## src/common/tdsc_pkg.sv

```systemverilog
// Shared constants and types for the transmitter drive shaping control block
package tdsc_pkg;

  // ==========================================================
  // Register map (byte addresses on the AXI4-Lite slave)
  localparam logic [3:0] TDSC_ADDR_CTRL = 4'h0;
  localparam logic [3:0] TDSC_ADDR_OVER = 4'h4;
  localparam logic [3:0] TDSC_ADDR_UNDER = 4'h8;
  localparam logic [3:0] TDSC_ADDR_DISP = 4'hc;
  localparam logic [31:0] TDSC_CTRL_WMASK = 32'h00000fff;
  localparam logic [31:0] TDSC_SHAPE_WMASK = 32'h00033fff;
  localparam logic [31:0] TDSC_CTRL_RESET = 32'h00000000;
  localparam logic [31:0] TDSC_SHAPE_RESET = 32'h00000000;

  // ==========================================================
  // Field positions, control register
  localparam int TDSC_CTRL_EN = 0;
  localparam int TDSC_CTRL_LOWSUP = 1;
  localparam int TDSC_CTRL_DOFF = 2;
  localparam int TDSC_CTRL_MANSEL = 3;
  localparam int TDSC_CTRL_CODE_LSB = 4;
  localparam int TDSC_CTRL_DEPTH_LSB = 8;

  // Field positions, shaping registers and display register
  localparam int TDSC_PAT_W = 14;
  localparam int TDSC_SEL_LSB = 16;
  localparam int TDSC_DISP_OPER = 4;
  localparam int TDSC_DISP_SHAPE = 5;
  localparam int TDSC_DISP_MV_LSB = 8;

  // ==========================================================
  // Regulator voltage mapping in millivolts
  localparam logic [12:0] TDSC_MV_BASE_5V = 13'd3600;
  localparam logic [12:0] TDSC_MV_STEP_5V = 13'd120;
  localparam logic [12:0] TDSC_MV_BASE_3V = 13'd2400;
  localparam logic [12:0] TDSC_MV_STEP_3V = 13'd100;
  localparam logic [12:0] TDSC_MV_MAX_3V = 13'd3600;

  // AXI response codes
  localparam logic [1:0] TDSC_RESP_OKAY = 2'h0;
  localparam logic [1:0] TDSC_RESP_SLVERR = 2'h2;

  // Alternative drive levels chosen by the shaping drive select
  typedef enum logic [1:0] {
    TDSC_DRV_REF = 2'h0,
    TDSC_DRV_MOD = 2'h1,
    TDSC_DRV_STOP = 2'h2,
    TDSC_DRV_RSVD = 2'h3
  } tdsc_drive_type;

  // Shaping sequencer states
  typedef enum logic [2:0] {
    TDSC_SH_IDLE = 3'b001,
    TDSC_SH_OVER = 3'b010,
    TDSC_SH_UNDER = 3'b100
  } tdsc_shape_state_type;

endpackage

```

## src/design/tdsc_shaper.sv

```systemverilog
// Overshoot and undershoot pattern sequencer
`timescale 1ns/1ps
`default_nettype none

module tdsc_shaper #(
  parameter int PAT_W = tdsc_pkg::TDSC_PAT_W
) (
  input wire logic i_ref_clk,
  input wire logic i_rst_n,
  input wire logic i_ce,
  input wire logic i_modulated,
  input wire logic [PAT_W-1:0] i_over_pattern,
  input wire logic [1:0] i_over_sel,
  input wire logic [PAT_W-1:0] i_under_pattern,
  input wire logic [1:0] i_under_sel,
  output logic o_alt_active,
  output logic [1:0] o_alt_sel,
  output logic o_busy
);
  import tdsc_pkg::*;

  localparam int CW = $clog2(PAT_W + 1);
  localparam logic [CW-1:0] CNT_LAST = CW'(PAT_W);

  tdsc_shape_state_type state_r, state_nxt;
  logic [CW-1:0] cnt_r, cnt_nxt;
  logic mod_prev_r, mod_prev_nxt;
  logic alt_r, alt_nxt;
  logic [1:0] sel_r, sel_nxt;
  logic [PAT_W-1:0] pat;
  logic [1:0] sel;
  logic [CW-1:0] idx;

  // =========================================================
  // Sequencer next state
  always_comb begin
    state_nxt = state_r;
    cnt_nxt = cnt_r;
    mod_prev_nxt = i_modulated;
    pat = i_over_pattern;
    sel = i_over_sel;
    idx = cnt_r;
    alt_nxt = 1'b0;
    sel_nxt = sel_r;
    // Any edge restarts from bit 0, even mid pattern
    if (i_modulated != mod_prev_r) begin
      state_nxt = i_modulated ? TDSC_SH_UNDER : TDSC_SH_OVER;
      idx = '0;
    end
    // Undershoot has its own pattern and select
    if (state_nxt == TDSC_SH_UNDER) begin
      pat = i_under_pattern;
      sel = i_under_sel;
    end
    case (state_nxt)
      TDSC_SH_OVER, TDSC_SH_UNDER: begin
        if (idx == CNT_LAST) begin
          // Fifteenth cycle on: regular driver settings
          state_nxt = TDSC_SH_IDLE;
          cnt_nxt = '0;
        end else begin
          // LSB first, one bit per cycle
          // Zero pattern keeps normal drive throughout
          // Reserved select keeps normal drive too
          alt_nxt = pat[idx[CW-1:0]] && (sel != TDSC_DRV_RSVD);
          // One select for the whole pattern
          sel_nxt = sel;
          cnt_nxt = idx + CW'(1);
        end
      end
      TDSC_SH_IDLE: begin
        cnt_nxt = '0;
      end
      default: begin
        state_nxt = TDSC_SH_IDLE;
        cnt_nxt = '0;
      end
    endcase
  end

  // Registers; clock enable freezes everything
  always_ff @(posedge i_ref_clk or negedge i_rst_n) begin
    if (!i_rst_n) begin
      state_r <= TDSC_SH_IDLE;
      cnt_r <= '0;
      mod_prev_r <= 1'b0;
      alt_r <= 1'b0;
      sel_r <= TDSC_DRV_REF;
    end else if (i_ce) begin
      state_r <= state_nxt;
      cnt_r <= cnt_nxt;
      mod_prev_r <= mod_prev_nxt;
      alt_r <= alt_nxt;
      sel_r <= sel_nxt;
    end
  end

  assign o_alt_active = alt_r;
  assign o_alt_sel = sel_r;
  assign o_busy = (state_r != TDSC_SH_IDLE);

endmodule

`default_nettype wire

```

## src/design/tdsc_top.sv

```systemverilog
// Drive shaping and regulator control with an AXI4-Lite register slave
//
// The AXI4-Lite slave port and the address map are this design's own decisions.
`timescale 1ns/1ps
`default_nettype none

// Contract
// - All-zero pattern gives normal drive on every cycle after an edge.
// - Select 00b: each set pattern bit drives outputs at driver reference.
// - Select 01b: each set bit drives outputs at modulation supply.
// - Select 10b: each set pattern bit stops the outputs, like a pause.
// - One select value governs all set bits; no per-bit choice.
// - After leaving modulation, 14 bits LSB first, one per cycle.
// - From cycle fifteen on, regular drive settings until next transition.
// - Same sequence with own pattern and select after entering modulation.
// - Manual select 0 uses adjust result; 1 uses the 4-bit manual code.
// - Code maps 3.6-5.4 V by 120 mV, or 2.4-3.6 V by 100 mV.
// - Read-only display of actual regulated code while operating.
// - Four-bit depth code selects modulation over sixteen steps.
// - A bit switches off the digital supply regulator.
// - Supply mode defaults to 5 V; host sets it for 3.3 V.
// - Regulators run only while the operation enable bit is high.
module tdsc_top (
  input wire logic i_ref_clk,
  input wire logic i_rst_n,
  input wire logic i_ce,
  // AXI4-Lite slave
  input wire logic [3:0] i_awaddr,
  input wire logic i_awvalid,
  output logic o_awready,
  input wire logic [31:0] i_wdata,
  input wire logic [3:0] i_wstrb,
  input wire logic i_wvalid,
  output logic o_wready,
  output logic [1:0] o_bresp,
  output logic o_bvalid,
  input wire logic i_bready,
  input wire logic [3:0] i_araddr,
  input wire logic i_arvalid,
  output logic o_arready,
  output logic [31:0] o_rdata,
  output logic [1:0] o_rresp,
  output logic o_rvalid,
  input wire logic i_rready,
  // Carrier state and adjust-regulators result
  input wire logic i_modulated,
  input wire logic i_adj_done,
  input wire logic [3:0] i_adj_code,
  // Analog driver and regulator controls
  output logic o_alt_active,
  output tdsc_pkg::tdsc_drive_type o_alt_sel,
  output logic o_reg_rf_en,
  output logic o_reg_am_en,
  output logic o_reg_a_en,
  output logic o_reg_d_en,
  output logic o_low_supply_mode,
  output logic [3:0] o_reg_code,
  output logic [12:0] o_reg_mv,
  output logic [3:0] o_modulation_depth_code
);
  import tdsc_pkg::*;

  // =========================================================
  // Register and bus state
  logic [31:0] ctrl_r, ctrl_nxt;
  logic [31:0] over_r, over_nxt;
  logic [31:0] under_r, under_nxt;
  logic [3:0] adj_r, adj_nxt;
  logic [3:0] awaddr_r, awaddr_nxt;
  logic [31:0] wdata_r, wdata_nxt;
  logic [3:0] wstrb_r, wstrb_nxt;
  logic aw_full_r, aw_full_nxt;
  logic w_full_r, w_full_nxt;
  logic awready_r, awready_nxt;
  logic wready_r, wready_nxt;
  logic bvalid_r, bvalid_nxt;
  logic [1:0] bresp_r, bresp_nxt;
  logic arready_r, arready_nxt;
  logic rvalid_r, rvalid_nxt;
  logic [31:0] rdata_r, rdata_nxt;
  logic [1:0] rresp_r, rresp_nxt;
  logic [31:0] bmask;
  logic [31:0] disp;
  logic do_write;

  // Analog control registers
  logic rf_en_r, rf_en_nxt;
  logic am_en_r, am_en_nxt;
  logic a_en_r, a_en_nxt;
  logic d_en_r, d_en_nxt;
  logic lowsup_r, lowsup_nxt;
  logic [3:0] code_r, code_nxt;
  logic [12:0] mv_r, mv_nxt;
  logic [3:0] depth_r, depth_nxt;
  logic [12:0] mv_calc;
  logic [3:0] code_sel;
  logic shaper_busy;
  logic [1:0] alt_sel;

  // =========================================================
  // Shaping sequencer
  tdsc_shaper #(
    .PAT_W(TDSC_PAT_W)
  ) u_shaper (
    .i_ref_clk(i_ref_clk),
    .i_rst_n(i_rst_n),
    .i_ce(i_ce),
    .i_modulated(i_modulated),
    .i_over_pattern(over_r[TDSC_PAT_W-1:0]),
    .i_over_sel(over_r[TDSC_SEL_LSB+:2]),
    .i_under_pattern(under_r[TDSC_PAT_W-1:0]),
    .i_under_sel(under_r[TDSC_SEL_LSB+:2]),
    .o_alt_active(o_alt_active),
    .o_alt_sel(alt_sel),
    .o_busy(shaper_busy)
  );

  // =========================================================
  // Regulator setting selection
  always_comb begin
    // Manual code or adjust result
    code_sel = ctrl_r[TDSC_CTRL_MANSEL] ? ctrl_r[TDSC_CTRL_CODE_LSB+:4]
                                        : adj_r;
    // Voltage per supply mode
    if (ctrl_r[TDSC_CTRL_LOWSUP]) begin
      mv_calc = TDSC_MV_BASE_3V + 13'(TDSC_MV_STEP_3V * code_sel);
      // Upper codes would exceed the low-voltage device limit
      if (mv_calc > TDSC_MV_MAX_3V) begin
        mv_calc = TDSC_MV_MAX_3V;
      end
    end else begin
      mv_calc = TDSC_MV_BASE_5V + 13'(TDSC_MV_STEP_5V * code_sel);
    end
    disp = '0;
    // Actual regulated setting, zero when powered down except the shaping busy bit
    if (ctrl_r[TDSC_CTRL_EN]) begin
      disp[3:0] = code_sel;
      disp[TDSC_DISP_OPER] = 1'b1;
      disp[TDSC_DISP_MV_LSB+:13] = mv_calc;
    end
    disp[TDSC_DISP_SHAPE] = shaper_busy;
  end

  // Analog control next values
  always_comb begin
    // All regulators only while enabled
    rf_en_nxt = ctrl_r[TDSC_CTRL_EN];
    am_en_nxt = ctrl_r[TDSC_CTRL_EN];
    a_en_nxt = ctrl_r[TDSC_CTRL_EN];
    // Digital regulator may be off for an external short
    d_en_nxt = ctrl_r[TDSC_CTRL_EN] & ~ctrl_r[TDSC_CTRL_DOFF];
    // Resets to 5 V mode
    lowsup_nxt = ctrl_r[TDSC_CTRL_LOWSUP];
    code_nxt = code_sel;
    mv_nxt = mv_calc;
    // Sixteen-step depth code straight to the modulation regulator
    depth_nxt = ctrl_r[TDSC_CTRL_DEPTH_LSB+:4];
    // Latest adjust-regulators result, used in automatic mode
    adj_nxt = i_adj_done ? i_adj_code : adj_r;
  end

  always_ff @(posedge i_ref_clk or negedge i_rst_n) begin
    if (!i_rst_n) begin
      rf_en_r <= 1'b0;
      am_en_r <= 1'b0;
      a_en_r <= 1'b0;
      d_en_r <= 1'b0;
      lowsup_r <= 1'b0;
      code_r <= '0;
      mv_r <= '0;
      depth_r <= '0;
      adj_r <= '0;
    end else if (i_ce) begin
      rf_en_r <= rf_en_nxt;
      am_en_r <= am_en_nxt;
      a_en_r <= a_en_nxt;
      d_en_r <= d_en_nxt;
      lowsup_r <= lowsup_nxt;
      code_r <= code_nxt;
      mv_r <= mv_nxt;
      depth_r <= depth_nxt;
      adj_r <= adj_nxt;
    end
  end

  // =========================================================
  // AXI4-Lite slave next state
  // Address and data are captured independently, so the master may
  // present them in either order; the write lands one cycle later.
  always_comb begin
    awaddr_nxt = awaddr_r;
    wdata_nxt = wdata_r;
    wstrb_nxt = wstrb_r;
    aw_full_nxt = aw_full_r;
    w_full_nxt = w_full_r;
    bvalid_nxt = bvalid_r;
    bresp_nxt = bresp_r;
    ctrl_nxt = ctrl_r;
    over_nxt = over_r;
    under_nxt = under_r;
    bmask = '0;
    do_write = aw_full_r & w_full_r & ~bvalid_r;
    if (awready_r && i_awvalid) begin
      awaddr_nxt = i_awaddr;
      aw_full_nxt = 1'b1;
    end
    if (wready_r && i_wvalid) begin
      wdata_nxt = i_wdata;
      wstrb_nxt = i_wstrb;
      w_full_nxt = 1'b1;
    end
    for (int b = 0; b < 4; b++) begin
      bmask[8*b+:8] = {8{wstrb_r[b]}};
    end
    if (bvalid_r && i_bready) begin
      bvalid_nxt = 1'b0;
    end
    if (do_write) begin
      aw_full_nxt = 1'b0;
      w_full_nxt = 1'b0;
      bvalid_nxt = 1'b1;
      bresp_nxt = TDSC_RESP_OKAY;
      case (awaddr_r)
        TDSC_ADDR_CTRL: begin
          ctrl_nxt = ((ctrl_r & ~bmask) | (wdata_r & bmask))
                     & TDSC_CTRL_WMASK;
        end
        TDSC_ADDR_OVER: begin
          over_nxt = ((over_r & ~bmask) | (wdata_r & bmask))
                     & TDSC_SHAPE_WMASK;
        end
        TDSC_ADDR_UNDER: begin
          under_nxt = ((under_r & ~bmask) | (wdata_r & bmask))
                      & TDSC_SHAPE_WMASK;
        end
        TDSC_ADDR_DISP: begin
          bresp_nxt = TDSC_RESP_OKAY;
        end
        default: begin
          bresp_nxt = TDSC_RESP_SLVERR;
        end
      endcase
    end
    // Ready falls once a beat is held, until the response is taken
    awready_nxt = ~aw_full_nxt & ~bvalid_nxt;
    wready_nxt = ~w_full_nxt & ~bvalid_nxt;
  end

  // Read channel: one read outstanding, data taken at the handshake
  always_comb begin
    rvalid_nxt = rvalid_r;
    rdata_nxt = rdata_r;
    rresp_nxt = rresp_r;
    if (rvalid_r && i_rready) begin
      rvalid_nxt = 1'b0;
    end
    if (arready_r && i_arvalid) begin
      rvalid_nxt = 1'b1;
      rresp_nxt = TDSC_RESP_OKAY;
      case (i_araddr)
        TDSC_ADDR_CTRL: rdata_nxt = ctrl_r;
        TDSC_ADDR_OVER: rdata_nxt = over_r;
        TDSC_ADDR_UNDER: rdata_nxt = under_r;
        TDSC_ADDR_DISP: rdata_nxt = disp;
        default: begin
          rdata_nxt = '0;
          rresp_nxt = TDSC_RESP_SLVERR;
        end
      endcase
    end
    arready_nxt = ~rvalid_nxt;
  end

  always_ff @(posedge i_ref_clk or negedge i_rst_n) begin
    if (!i_rst_n) begin
      ctrl_r <= TDSC_CTRL_RESET;
      over_r <= TDSC_SHAPE_RESET;
      under_r <= TDSC_SHAPE_RESET;
      awaddr_r <= '0;
      wdata_r <= '0;
      wstrb_r <= '0;
      aw_full_r <= 1'b0;
      w_full_r <= 1'b0;
      awready_r <= 1'b0;
      wready_r <= 1'b0;
      bvalid_r <= 1'b0;
      bresp_r <= TDSC_RESP_OKAY;
      arready_r <= 1'b0;
      rvalid_r <= 1'b0;
      rdata_r <= '0;
      rresp_r <= TDSC_RESP_OKAY;
    end else if (i_ce) begin
      ctrl_r <= ctrl_nxt;
      over_r <= over_nxt;
      under_r <= under_nxt;
      awaddr_r <= awaddr_nxt;
      wdata_r <= wdata_nxt;
      wstrb_r <= wstrb_nxt;
      aw_full_r <= aw_full_nxt;
      w_full_r <= w_full_nxt;
      awready_r <= awready_nxt;
      wready_r <= wready_nxt;
      bvalid_r <= bvalid_nxt;
      bresp_r <= bresp_nxt;
      arready_r <= arready_nxt;
      rvalid_r <= rvalid_nxt;
      rdata_r <= rdata_nxt;
      rresp_r <= rresp_nxt;
    end
  end

  // =========================================================
  // Output wiring, all from flip-flops
  assign o_awready = awready_r;
  assign o_wready = wready_r;
  assign o_bvalid = bvalid_r;
  assign o_bresp = bresp_r;
  assign o_arready = arready_r;
  assign o_rvalid = rvalid_r;
  assign o_rdata = rdata_r;
  assign o_rresp = rresp_r;
  assign o_reg_rf_en = rf_en_r;
  assign o_reg_am_en = am_en_r;
  assign o_reg_a_en = a_en_r;
  assign o_reg_d_en = d_en_r;
  assign o_low_supply_mode = lowsup_r;
  assign o_reg_code = code_r;
  assign o_reg_mv = mv_r;
  assign o_modulation_depth_code = depth_r;
  // Plain select bits from the sequencer register, typed at the boundary
  assign o_alt_sel = tdsc_drive_type'(alt_sel);

endmodule

`default_nettype wire

```

## config.mk

```make
export PLATFORM = sky130hd
export DESIGN_NAME = tdsc_top
export DESIGN_NICKNAME = d
export VERILOG_FILES = /design/src/common/tdsc_pkg.sv /design/src/design/tdsc_shaper.sv /design/src/design/tdsc_top.sv
export SDC_FILE = /design/constraint.sdc
export NUM_CORES = 1
export LEC_CHECK = 0
export ABC_AREA = 1
export BUFFER_PORTS_ARGS = -buffer_cell sky130_fd_sc_hd__buf_2
export CORE_MARGIN = 4
export CORE_UTILIZATION = 47
export DETAILED_ROUTE_END_ITERATION = 8
export GPL_TIMING_DRIVEN = 1
export PLACE_DENSITY_LB_ADDON = 0.25
export SLEW_MARGIN = 20
export SYNTH_ARGS = -nofsm -noshare
export SYNTH_HDL_FRONTEND = slang
export SYNTH_HIERARCHICAL = 1
export SYNTH_SLANG_ARGS = --single-unit
```

## constraint.sdc

```tcl
create_clock -name i_ref_clk -period 4.75 [get_ports i_ref_clk]
set_clock_uncertainty 0.1 [all_clocks]
set_input_delay 0.2375 -clock i_ref_clk [delete_from_list [all_inputs] [get_ports i_ref_clk]]
set_output_delay 0.2375 -clock i_ref_clk [all_outputs]
set_load 0.02 [all_outputs]
```

# --- Yosys cells after proc, flatten, opt, wreduce, memory -nomap -nowiden ---
# Index checks and enable logic that the tools add are counted.
word_totals:
  reg_bits: 151
  input_bits: 58
classes:
  n_addsub: 3
  n_mul: 2
  order_cmp: 2
  n_eq_ne: 13
  n_mux: 29
  n_bitwise: 20
  reduce_logical: 20
ops:
  columns: ["operator", "n"]
  rows:
  - ["case mux 21 bit (4 select lines)", 1]
  - ["AND 18 bit", 3]
  - ["2-to-1 mux 13 bit", 3]
  - ["OR 18 bit", 2]
  - ["adder 12 x 11 -> 13 bit, first input constant", 2]
  - ["== test 4 bit, second input constant", 5]
  - ["NOT 18 bit", 1]
  - ["2-to-1 mux 4 bit", 4]
  - ["2-to-1 mux 14 bit", 1]
  - ["> comparator 13 x 12 -> 1 bit, second input constant", 1]
  - ["AND 12 bit", 1]
  - ["OR 12 bit", 1]
  - ["AND reduction 3 bit", 4]
  - ["2-to-1 mux 1 bit", 11]
  - ["AND reduction 2 bit", 5]
  - ["multiplier 5 x 4 -> 9 bit, first input constant", 1]
  - ["2-to-1 mux 3 bit", 3]
  - ["== test 4 x 3 -> 1 bit, second input constant", 2]
  - ["logical NOT 4 bit", 2]
  - ["multiplier 4 x 4 -> 8 bit, first input constant", 1]
  - ["OR reduction 4 bit", 2]
  - ["NOT 1 bit", 7]
  - ["logical AND 1 bit", 6]
  - ["2-to-1 mux 2 bit", 3]
  - ["13 further kinds", 17]

# --- Depth between registers and ports, before layout ---
# Gate-level depths: netlist of run 1.
logic_depth:
  word_depth: 9
  ltp_mapped: 22
  depth_no_buf: 22

# --- Cells and area by module ---
# The synthesis of run 1 kept the hierarchy.
modules_own_cells:
  columns: ["module", "n_inst", "cells_per_inst", "area_each_um2", "seq_area_each_um2"]
  rows:
  - ["tdsc_top", 1, 753, 6222.2, 3078.0]
  - ["tdsc_shaper", 1, 150, 1003.5, 276.5]

# --- Worst setup path before layout of run 1 ---
# No wires, ideal clock.
synth_path:
  kind: "register -> register"
  from: "register with a tool-made name"
  to: "register mv_r[10] (netlist: o_reg_mv[10])"
  arrival_time_ns: 3.121
  required_ns: 4.533
  path_slack_ns: 1.412
  path_stages_with_launch: 21
  path_buffers: 0
  path_cell_list: "dfrtp_1 inv_2 nand2_1 nand2_2 inv_1 fa_1 xor2_1 ha_1 inv_1 fa_1 or2_1 nand2_1 nand2_1 nand2_1 nand2_1 nand3_1 inv_1 nand2_2 nand3_2 nand3_1 nand2_1"
synth_lines:
  columns: ["element", "line", "rtl"]
  rows:
  - ["end signal: assignment", "tdsc_top.sv:180", "mv_r <= mv_nxt;"]
  - ["end: declaration", "tdsc_top.sv:93", "logic [12:0] mv_r, mv_nxt;"]

==> results.ini, run 1 <==
[pwr]
p_per_area_nw_per_um2 = 627
internal-power_uw = 3070
p_sw_uw = 2330
leakage_uw = 0.00447
clockPowerShare_pct = 23.0
ir_worst_vdd_uv = 286
p_seq_share_pct = 32.4
comb_power_share_pct = 44.6
switching_share_pct = 43.1

[placement]
place_hpwl_um = 13100
pre_cts_ws_ns = 1.04
gp_congestion = 0.917
dp_cells = 1163
placed_cell_area_um2 = 7770
io_buffer_count = 95

[timing]
setup_violations = 0
rsz0062_at_grt = false
min_period_over_period_pct = 78.7
slew_violations = 0
finalHoldViolations = 0
maxSlewHeadroom_pct = 40.2
fin_ws_ns = 1.01
tns_ns = 0
worst_pin_slew_ns = 0.898
whs_ns = 0.0108
fin_crit_ns = 3.74
timing.fmax_mhz = 268

[grt]
grt_pass1_wl_um = 30000
grt-ovfl-total = 0
grtUsageTotal_pct = 21.4
grt_max_degree = 96
grt_pass1_vias = 5920
antenna_found_initial = 0

[yosys]
syn_avg_cell_area_um2 = 8.00
yosysWarnings = 6
synth_common_cells = 314 x nand2_1, 133 x dfrtp_1, 88 x inv_1
postSynth.asyncResetShare_pct = 100
ys_seq_elements = 134
synth_area_leaders = dfrtp_1 46%, nand2_1 16%, nand3_1 5.5%
synthFlopType = dfrtp_1
yosysUniqueCellTypes = 48
yosys.area.top_type = dfrtp_1
seq_area_frac_synth_pct = 46.4
synth_top_area_share_pct = 46.1
synth.cell_area_um2 = 7230
synth_edf_count = 0
syn_inst = 903
yosysMostFrequentCell = nand2_1

[setup_path]
crit_chain = inv_2 > nand2_1 > nand2_2 > inv_1 > fa_1 > xor2_1 > ha_1 > inv_1 > fa_1 > or2_1 > nand2_1 > nand2_1 > nand2_1 > nand2_1 > nand3_1 > nand3_1 > nand3_1 > nand2_1 > nand2_1 > nand2_1
endpoint_kind = flip-flop
startpoint_type = flip-flop
critPathBufInv = 3
slowest_delay_ns = 0.52
cp_max_fo = 7
crit_type = reg2reg
required_ns = 4.96
cp_top_family = simple AND/OR/NAND/NOR gates
path_common_cell = nand2_1
arrival_ns = 3.95
timing.critical_path.slowest_stage_cell = fa_1

[routing]
drtPass1Iterations = 5
wl_per_cell_um = 14.7
drc = 0
via_count = 6120
vias_per_cell = 5.00
drt-total-wl_um = 18000
drt_iter0_markers = 422
ant_nets = 0

[clocking]
cts_made_buffers = 17
cts_root_buffer = clkbuf_16
cts.htree.levels = 4
cts_tree = done
insertion_delay_ns = 0.42
clockBufferDepth = 2
cts_setup_buffers = 0
clkTransAtPathRegs_ns = 0.06
cts.sink_count = 134

[floorplanning]
fp-row-count = 45
io_pins = 128
die_w_um = 132
coreArea_um2 = 15100
initial_core_util_pct = 47.7
die-area_um2 = 17400
die_height_um = 132

[cells_and_area]
stdcell_count = 1224
diodes = 0
nets = 1109
multi_input_area_um2 = 3300
area_growth_pct = 19.3
layout-drive-gt1-share_pct = 17.8
seqCellArea_um2 = 3350
fillCellCount = 1413
fin_area_um2 = 8620

[hold_path]
hp-class = in2reg

[run_status]
status = complete, no violations

[job]
max-cap-violations = 0

[layout make-up]
class | instances | share of cell area (%)
Inverter | 97 | 4.22
Sequential cell | 134 | 38.9
Timing Repair Buffer | 129 | 9.39
Multi-Input combinational cell | 644 | 38.3
Clock inverter | 13 | 1.44
Tap cell | 188 | 2.73
Clock buffer | 19 | 5.02
[worst min-delay path, delay by kind of cell]
family                 cells  cell delay [ns]
AOI/OAI and AO/OA          1             0.12
buffers and inverters      1             0.08
and+or+nand+nor            1             0.04
[worst paths after layout]
path	cells after the start	slack [ns]	from	endpoint
worst max-delay path	20	1.01	flip-flop	o_rdata[17]$_DFFE_PN0P_
worst min-delay path	3	0.01	i_adj_code[2]	adj_r[2]$_DFFE_PN0P_
worst max register to register	20	1.01	flip-flop	o_rdata[17]$_DFFE_PN0P_
worst min register to register	2	0.36	awaddr_r[0]$_DFFE_PN0P_	awaddr_r[0]$_DFFE_PN0P_
max in group asynchronous	3	3.04	i_rst_n	o_rdata[0]$_DFFE_PN0P_
min in group asynchronous	2	0.34	i_rst_n	o_reg_code[0]$_DFFE_PN0P_
[cell families after synthesis]
group	share of synthesized area [%]
adder cells (fa/ha/maj)	5.26
buffers and inverters	8.64
flip-flops	46.4
AO/OA/AOI/OAI	9.77
multiplexers	0.467
other	0.0519
XOR/XNOR	0.485
AND/OR/NAND/NOR	28.9
[power by group through the flow]
| stage | Clock, µW | Combinational [µW] | Sequential [µW] |
|---|---|---|---|
| final | 1240 | 2410 | 1750 |
| after CTS | 1260 | 2410 | 1750 |
| after floorplan | 0 | 1710 | 1830 |
| after detailed placement | 0 | 2370 | 1760 |
| after global routing | 1310 | 2760 | 1800 |
| after global placement | 0 | 2320 | 1760 |
[placed cells by master, fill, tap and decap left out, types with 4 or more instances in the layout]
cell	instances
clkbuf_16	17
inv_6	4
nand2_2	12
ha_1	24
buf_4	5
a31oi_1	6
o21ai_0	76
conb_1	15
dfrtp_1	133
inv_1	88
fa_1	4
nand3_2	5
nor2_2	4
buf_2	94
nand3_1	80
o22ai_1	4
nand2_1	314
a22o_1	6
dlygate4sd3_1	29
nor2_1	34
o21ai_2	5
inv_2	7
o21ai_1	13
[per-stage QoR]
stage | power [µW] | util (%)
3_5_place_dp | 4140 | 51.3
3_3_place_gp | 4080 | 51.3
6_report | 5400 | 56.9
4_1_cts | 5420 | 56.9
2_1_floorplan | 3530 | -
5_1_grt | 5870 | 56.9
[timing repair]
item | 4_1_cts | 5_1_grt
gates resized for setup | 0 | 0
endpoints found under the hold margin | 121 | 0
hold buffers | 29 | 0
[metal layers]
layer / track usage, % / vias up / wire length, µm
met2: 33.0 / 171 / 7860
met1: 30.6 / 2818 / 9030
met5: 0 / - / 0
met4: 6.30 / 0 / 281
li1: - / 3109 / -
met3: 4.35 / 22 / 805
Note: power is estimated with default switching activity, not from simulation.
==> run 2, diff against run 1 <==
==> constraint.sdc (replaced) <==
create_clock -name i_ref_clk -period 3.45 [get_ports i_ref_clk]
set_clock_uncertainty 0.1 [all_clocks]
set_input_delay 0.1725 -clock i_ref_clk [delete_from_list [all_inputs] [get_ports i_ref_clk]]
set_output_delay 0.1725 -clock i_ref_clk [all_outputs]
set_load 0.02 [all_outputs]
==> run 2 against run 1 <==
Compared with the run above: sequential share of layout area fell by 1.6 points; worst hold slack improved by 0.0030 ns; global-route usage rose by 0.68 points; register-to-register slack got worse by 0.83 ns; largest cell class is now multi-input gates.
==> results.ini, run 2 (synthesis results as in run 1) <==
[run_status]
status = complete, no violations

[timing]
rsz0062_at_grt = true
fin_ws_ns = 0.184
setup_violations = 0
slew_violations = 0
finalHoldViolations = 0
fin_crit_ns = 3.27
maxSlewHeadroom_pct = 38.5
worst_pin_slew_ns = 0.923
min_period_over_period_pct = 94.7
timing.fmax_mhz = 306

[hold_path]
hp-class = in2reg
worstHoldStart = i_araddr[0]

[placement]
io_buffer_count = 95
placed_cell_area_um2 = 7910
gp_congestion = 0.893
place_hpwl_um = 13300
pre_cts_ws_ns = 0.0366

[floorplanning]
die-area_um2 = 17400
coreArea_um2 = 15100
die_height_um = 132
io_pins = 128
fp-row-count = 45
die_w_um = 132
initial_core_util_pct = 47.7

[setup_path]
arrival_ns = 3.47
startpoint_type = flip-flop
endpoint_kind = flip-flop
crit_type = reg2reg
cp_max_fo = 6
required_ns = 3.65

[pwr]
ir_worst_vdd_uv = 404
internal-power_uw = 4580
clockPowerShare_pct = 22.4
p_per_area_nw_per_um2 = 887
leakage_uw = 0.00464
switching_share_pct = 42.5
p_sw_uw = 3380
p_seq_share_pct = 30.2
comb_power_share_pct = 47.3

[cells_and_area]
layout_common_cells = 311 x nand2_1, 132 x dfrtp_1, 94 x buf_2
diodes = 0
final_common_cell = nand2_1
fin_area_um2 = 8980
layout-drive-gt1-share_pct = 21.9
area_growth_pct = 24.3
nets = 1137
post-route-util_pct = 59.3
fillCellCount = 1373

[grt]
grt_pass1_wl_um = 31000
grtUsageTotal_pct = 22.1
grt_pass1_vias = 5978
grt_max_degree = 98
antenna_found_initial = 0
grt-ovfl-total = 0

[routing]
wl_per_cell_um = 14.9
vias_per_cell = 5.08
ant_nets = 0
drt-total-wl_um = 18600
drc = 0
via_count = 6354
drt_iter0_markers = 488
drtPass1Iterations = 5

[clocking]
clkTransAtPathRegs_ns = 0.06
cts_root_buffer = clkbuf_16
cts.htree.levels = 4
clockBufferDepth = 2
cts_tree = done
cts.sink_count = 134
insertion_delay_ns = 0.42
cts_made_buffers = 17

[job]
max-cap-violations = 0

-- run 2: cell count changes in the layout (fill, tap and decap cells not counted), moves of 4 or more --
| cell | delta |
|---|---|
| dlygate4sd3_1 | +5 |
| buf_4 | +21 |
| nand3_2 | +11 |
| nand3_1 | -10 |
| nor2_2 | +4 |
| inv_1 | -4 |
-- run 2: power by group through the flow --
stage	clock network [µW]	registers, µW	logic [µW]
5_1_grt	1890	2470	4240
2_1_floorplan	0	2520	2350
3_5_place_dp	0	2420	3430
4_1_cts	1820	2400	3490
3_3_place_gp	0	2410	3370
6_report	1790	2410	3770
-- run 2: timing repair --
item | CTS | global route
hold endpoints to repair | 127 | 0
hold buffers | 34 | 0
endpoints found under the setup margin | 0 | 22
resized for setup | 0 | 28
buffers inserted | 0 | 3
-- run 2: cell type report --
| cell class | instances | area [µm²] | share of cell area, % |
|---|---|---|---|
| Clock inverter | 11 | 126 | 1.41 |
| Tap cell | 188 | 235 | 2.62 |
| Sequential cell | 134 | 3360 | 37.3 |
| Clock buffer | 19 | 453 | 5.04 |
| Inverter | 97 | 367 | 4.08 |
| Multi-Input combinational cell | 646 | 3430 | 38.2 |
| Timing Repair Buffer | 155 | 1020 | 11.3 |
-- run 2: path summary, 6_finish.rpt --
kind / to / slack, ns / cells past startpoint
max reg2reg: o_rdata[11]$_DFFE_PN0P_ / 0.18 / 22
min reg2reg: awaddr_r[0]$_DFFE_PN0P_ / 0.36 / 2
max in group asynchronous: wdata_r[3]$_DFFE_PN0P_ / 2.06 / 3
max: o_rdata[11]$_DFFE_PN0P_ / 0.18 / 22
min in group asynchronous: o_reg_mv[2]$_DFFE_PN0P_ / 0.28 / 2
min: o_rresp[1]$_DFFE_PN0P_ / 0.01 / 3
-- run 2: metal layers --
metal | GRT usage, % | vias to the layer above | share of wire (%)
li1 | - | 3165 | -
met2 | 33.7 | 180 | 45
met3 | 4.43 | 23 | 5.2
met4 | 6.36 | 0 | 1.5
met5 | 0 | - | 0
met1 | 32.0 | 2986 | 49
-- run 2: critical path, stage by stage (launching register included) --
cell	delay, ns
dfrtp_2	0.45
inv_4	0.09
nand2_2	0.06
nand2_2	0.08
buf_4	0.15
inv_1	0.08
ha_4	0.27
ha_1	0.16
inv_1	0.06
fa_2	0.59
nor2_2	0.05
inv_1	0.06
nand2_1	0.05
nand3_1	0.10
nand2_1	0.10
inv_2	0.10
nand3_4	0.10
nand3_1	0.12
nand2_1	0.07
nand2_1	0.10
nand2_1	0.06
nand2_1	0.06
nand2_1	0.05
-- run 2: metrics by stage --
step                TNS [ns]  total power (µW)  hold slack, ns  std cells
finish                     0              7970          0.0138       1250
global route         -0.0338              8610          0.0634       1250
CTS                        0              7710         0.00373       1245
detailed placement         0              5850           0.241       1181
global placement           0              5780           0.233       1181
floorplan                  0              4870          -0.223        917
==> run 3, diff against run 2 <==
--- a/config.mk
+++ b/config.mk
@@ -5,7 +5,7 @@
 export SDC_FILE = /design/constraint.sdc
 export NUM_CORES = 1
 export LEC_CHECK = 0
-export ABC_AREA = 1
+export ABC_AREA = 0
 export BUFFER_PORTS_ARGS = -buffer_cell sky130_fd_sc_hd__buf_2
 export CORE_MARGIN = 4
 export CORE_UTILIZATION = 47
==> run 3 against run 2 <==
Compared with the run above: the flow now finishes with violations (negative setup slack); count of clock-buffer cells in the layout stayed put; power is 7.5% higher; register-to-register slack lost 0.54 ns; synthesized cell count decreased by 26%; sequential power increased by 6%; cell area is 5.2% higher; maximum frequency down 14%; cell count decreased by 16%; wire length grew 7.7%; sequential cell count is the same; die area rose by 0.23%; utilization increased by 3.1 points.
==> results.ini, run 3 <==
[run_status]
status = finished, violations left
violations = negative setup slack

[setup_path]
timing.critical_path.slowest_stage_cell = fa_1
cp_max_fo = 4
path_common_cell = ha_1
startpoint_type = flip-flop
reg2reg_slack_ns = -0.35
endpoint_kind = flip-flop
crit_chain = mux2i_4 > inv_2 > fa_1 > xor2_1 > ha_1 > buf_4 > ha_1 > a21o_1 > a2111oi_2 > mux2i_1 > or3_1 > a31oi_1 > a21oi_1
crit_type = reg2reg
slowest_delay_ns = 0.58
required_ns = 3.64
arrival_ns = 3.99

[grt]
use_met3_pct = 4.01
antenna_found_initial = 0
grt-ovfl-total = 0
busiest_layer = met2
grt_pass1_vias = 5948
grt_max_degree = 90
grt_pass1_wl_um = 32100
use_met1_pct = 30.8
grtUsageTotal_pct = 23.3
met2_usage_pct = 39.6

[cells_and_area]
layout_common_cells = 132 x dfrtp_1, 94 x buf_2, 83 x mux2_2
final_common_cell = dfrtp_1
multi_input_area_um2 = 3770
stdcell_count = 1049
layout-drive-gt1-share_pct = 37.9
post-route-util_pct = 62.4
area_growth_pct = 30.5
nets = 934
fillCellCount = 1255
diodes = 0
seqCellArea_um2 = 3360

[clocking]
cts.htree.levels = 4
cts.sink_count = 134
clkTransAtPathRegs_ns = 0.06
clockBufferDepth = 2
insertion_delay_ns = 0.43
cts_made_buffers = 17
cts_root_buffer = clkbuf_16
cts_tree = done

[job]
max-cap-violations = 0

[timing]
rsz0062_at_grt = true
worst_pin_slew_ns = 0.820
finalHoldViolations = 0
maxSlewHeadroom_pct = 45.3
setup_violations = 22
min_period_over_period_pct = 110
slew_violations = 0
timing.fmax_mhz = 263
fin_ws_ns = -0.352
fin_crit_ns = 3.80

[yosys]
synth_top_area_share_pct = 45.9
syn_avg_cell_area_um2 = 10.9
ys_seq_elements = 134
syn_inst = 665
yosys.area.top_type = dfrtp_1
synth_edf_count = 0
synth.cell_area_um2 = 7240
yosysWarnings = 6
postSynth.asyncResetShare_pct = 100
synthFlopType = dfrtp_1
yosysMostFrequentCell = dfrtp_1
synth_common_cells = 133 x dfrtp_1, 85 x mux2_2, 67 x nand2_1
seq_area_frac_synth_pct = 46.3
yosysUniqueCellTypes = 78
synth_area_leaders = dfrtp_1 46%, mux2_2 13%, ha_1 4.1%

[placement]
gp_congestion = 0.928
dp_cells = 979
place_hpwl_um = 14700
io_buffer_count = 95

[floorplanning]
die_w_um = 132
coreArea_um2 = 15100
initial_core_util_pct = 47.8
die_height_um = 132
die-area_um2 = 17500
fp-row-count = 45
io_pins = 128

[routing]
drtPass1Iterations = 5
ant_nets = 0
drt-total-wl_um = 20100
wl_per_cell_um = 19.1
drc = 0
vias_per_cell = 5.57
drt_iter0_markers = 316
via_count = 5843

[hold_path]
worstHoldStart = i_ce
hp-class = in2reg

[pwr]
power_uw = 8560
ir_worst_vdd_uv = 441
p_per_area_nw_per_um2 = 906
leakage_uw = 0.00453

-- run 3: cell count changes after synthesis, sizes merged, moves of 22 or more --
cell   before  now
a21oi       4   32
inv        95   29
mux2        3   85
mux2i       0   22
nand2     328   67
nand3      88   12
o21ai      94   27
-- run 3: per-stage QoR --
| stage | setup WS [ns] | TNS (ns) | instance area, µm² | hold slack [ns] |
|---|---|---|---|---|
| 6_report | -0.352 | -4.33 | 9450 | 0.0384 |
| 4_1_cts | -0.245 | -3.34 | 9380 | 0.0174 |
| 5_1_grt | -0.515 | -7.85 | 9450 | 0.0525 |
| 3_5_place_dp | -0.458 | -5.73 | 8250 | 0.202 |
| 3_3_place_gp | -0.338 | -4.63 | 8250 | 0.181 |
| 2_1_floorplan | -0.282 | -1.09 | 7330 | -0.223 |
-- run 3: logic make-up after synthesis --
kind of cell | count (synthesis) | share of synthesized area (%)
AOI/OAI and AO/OA | 135 | 12.9
xor gates and xnor gates | 12 | 1.55
adders and majority gates | 30 | 5.55
buffers and inverters | 72 | 5.01
DFF | 134 | 46.3
muxes | 110 | 17.4
other | 1 | 0.0518
and+or+nand+nor | 171 | 11.2
-- run 3: per-layer routing --
layer	share of wire [%]	vias to the layer above
li1	-	2731
met1	44	2919
met2	50	172
met3	4.7	21
met4	1.1	0
met5	0	-
-- run 3: critical path: cells and delay by family (launching register included) --
kind                       cells  cell delay [ns]
and+or+nand+nor                1             0.37
buffers and inverters          2             0.21
muxes                          2             0.41
AOI/OAI and AO/OA              4             0.80
xor gates and xnor gates       1             0.16
adders and majority gates      3             1.18
DFF                            1             0.45
-- run 3: final timing paths --
| check | endpoint | cells past startpoint |
|---|---|---|
| max | o_reg_mv[9]$_DFFE_PN0P_ | 13 |
| min | o_rvalid$_DFFE_PN0P_ | 4 |
| max reg2reg | o_reg_mv[9]$_DFFE_PN0P_ | 13 |
| min reg2reg | o_rdata[5]$_DFFE_PN0P_ | 2 |
| max in group asynchronous | asynchronous set/reset pin | 3 |
| min in group asynchronous | u_shaper/state_r[1]$_DFFE_PN0P_ | 2 |
-- run 3: final cells by class --
type | count | share of cell area (%)
clock buffers | 19 | 4.69
clock inverters | 13 | 2.33
inverters | 29 | 1.15
multi-input cells | 473 | 39.9
flip-flops and latches | 134 | 35.5
well taps | 188 | 2.49
repair buffers | 193 | 13.9
-- run 3: where the power goes --
part           internal, µW  switching, µW
logic                  1950           2010
registers              2090            468
clock network          1310            722
-- run 3: repair_timing --
item	CTS	global route
gates resized for setup	25	8
setup endpoints to repair	22	22
endpoints found under the hold margin	117	0
setup buffers	4	3
pin swaps	16	6
hold buffers	31	0
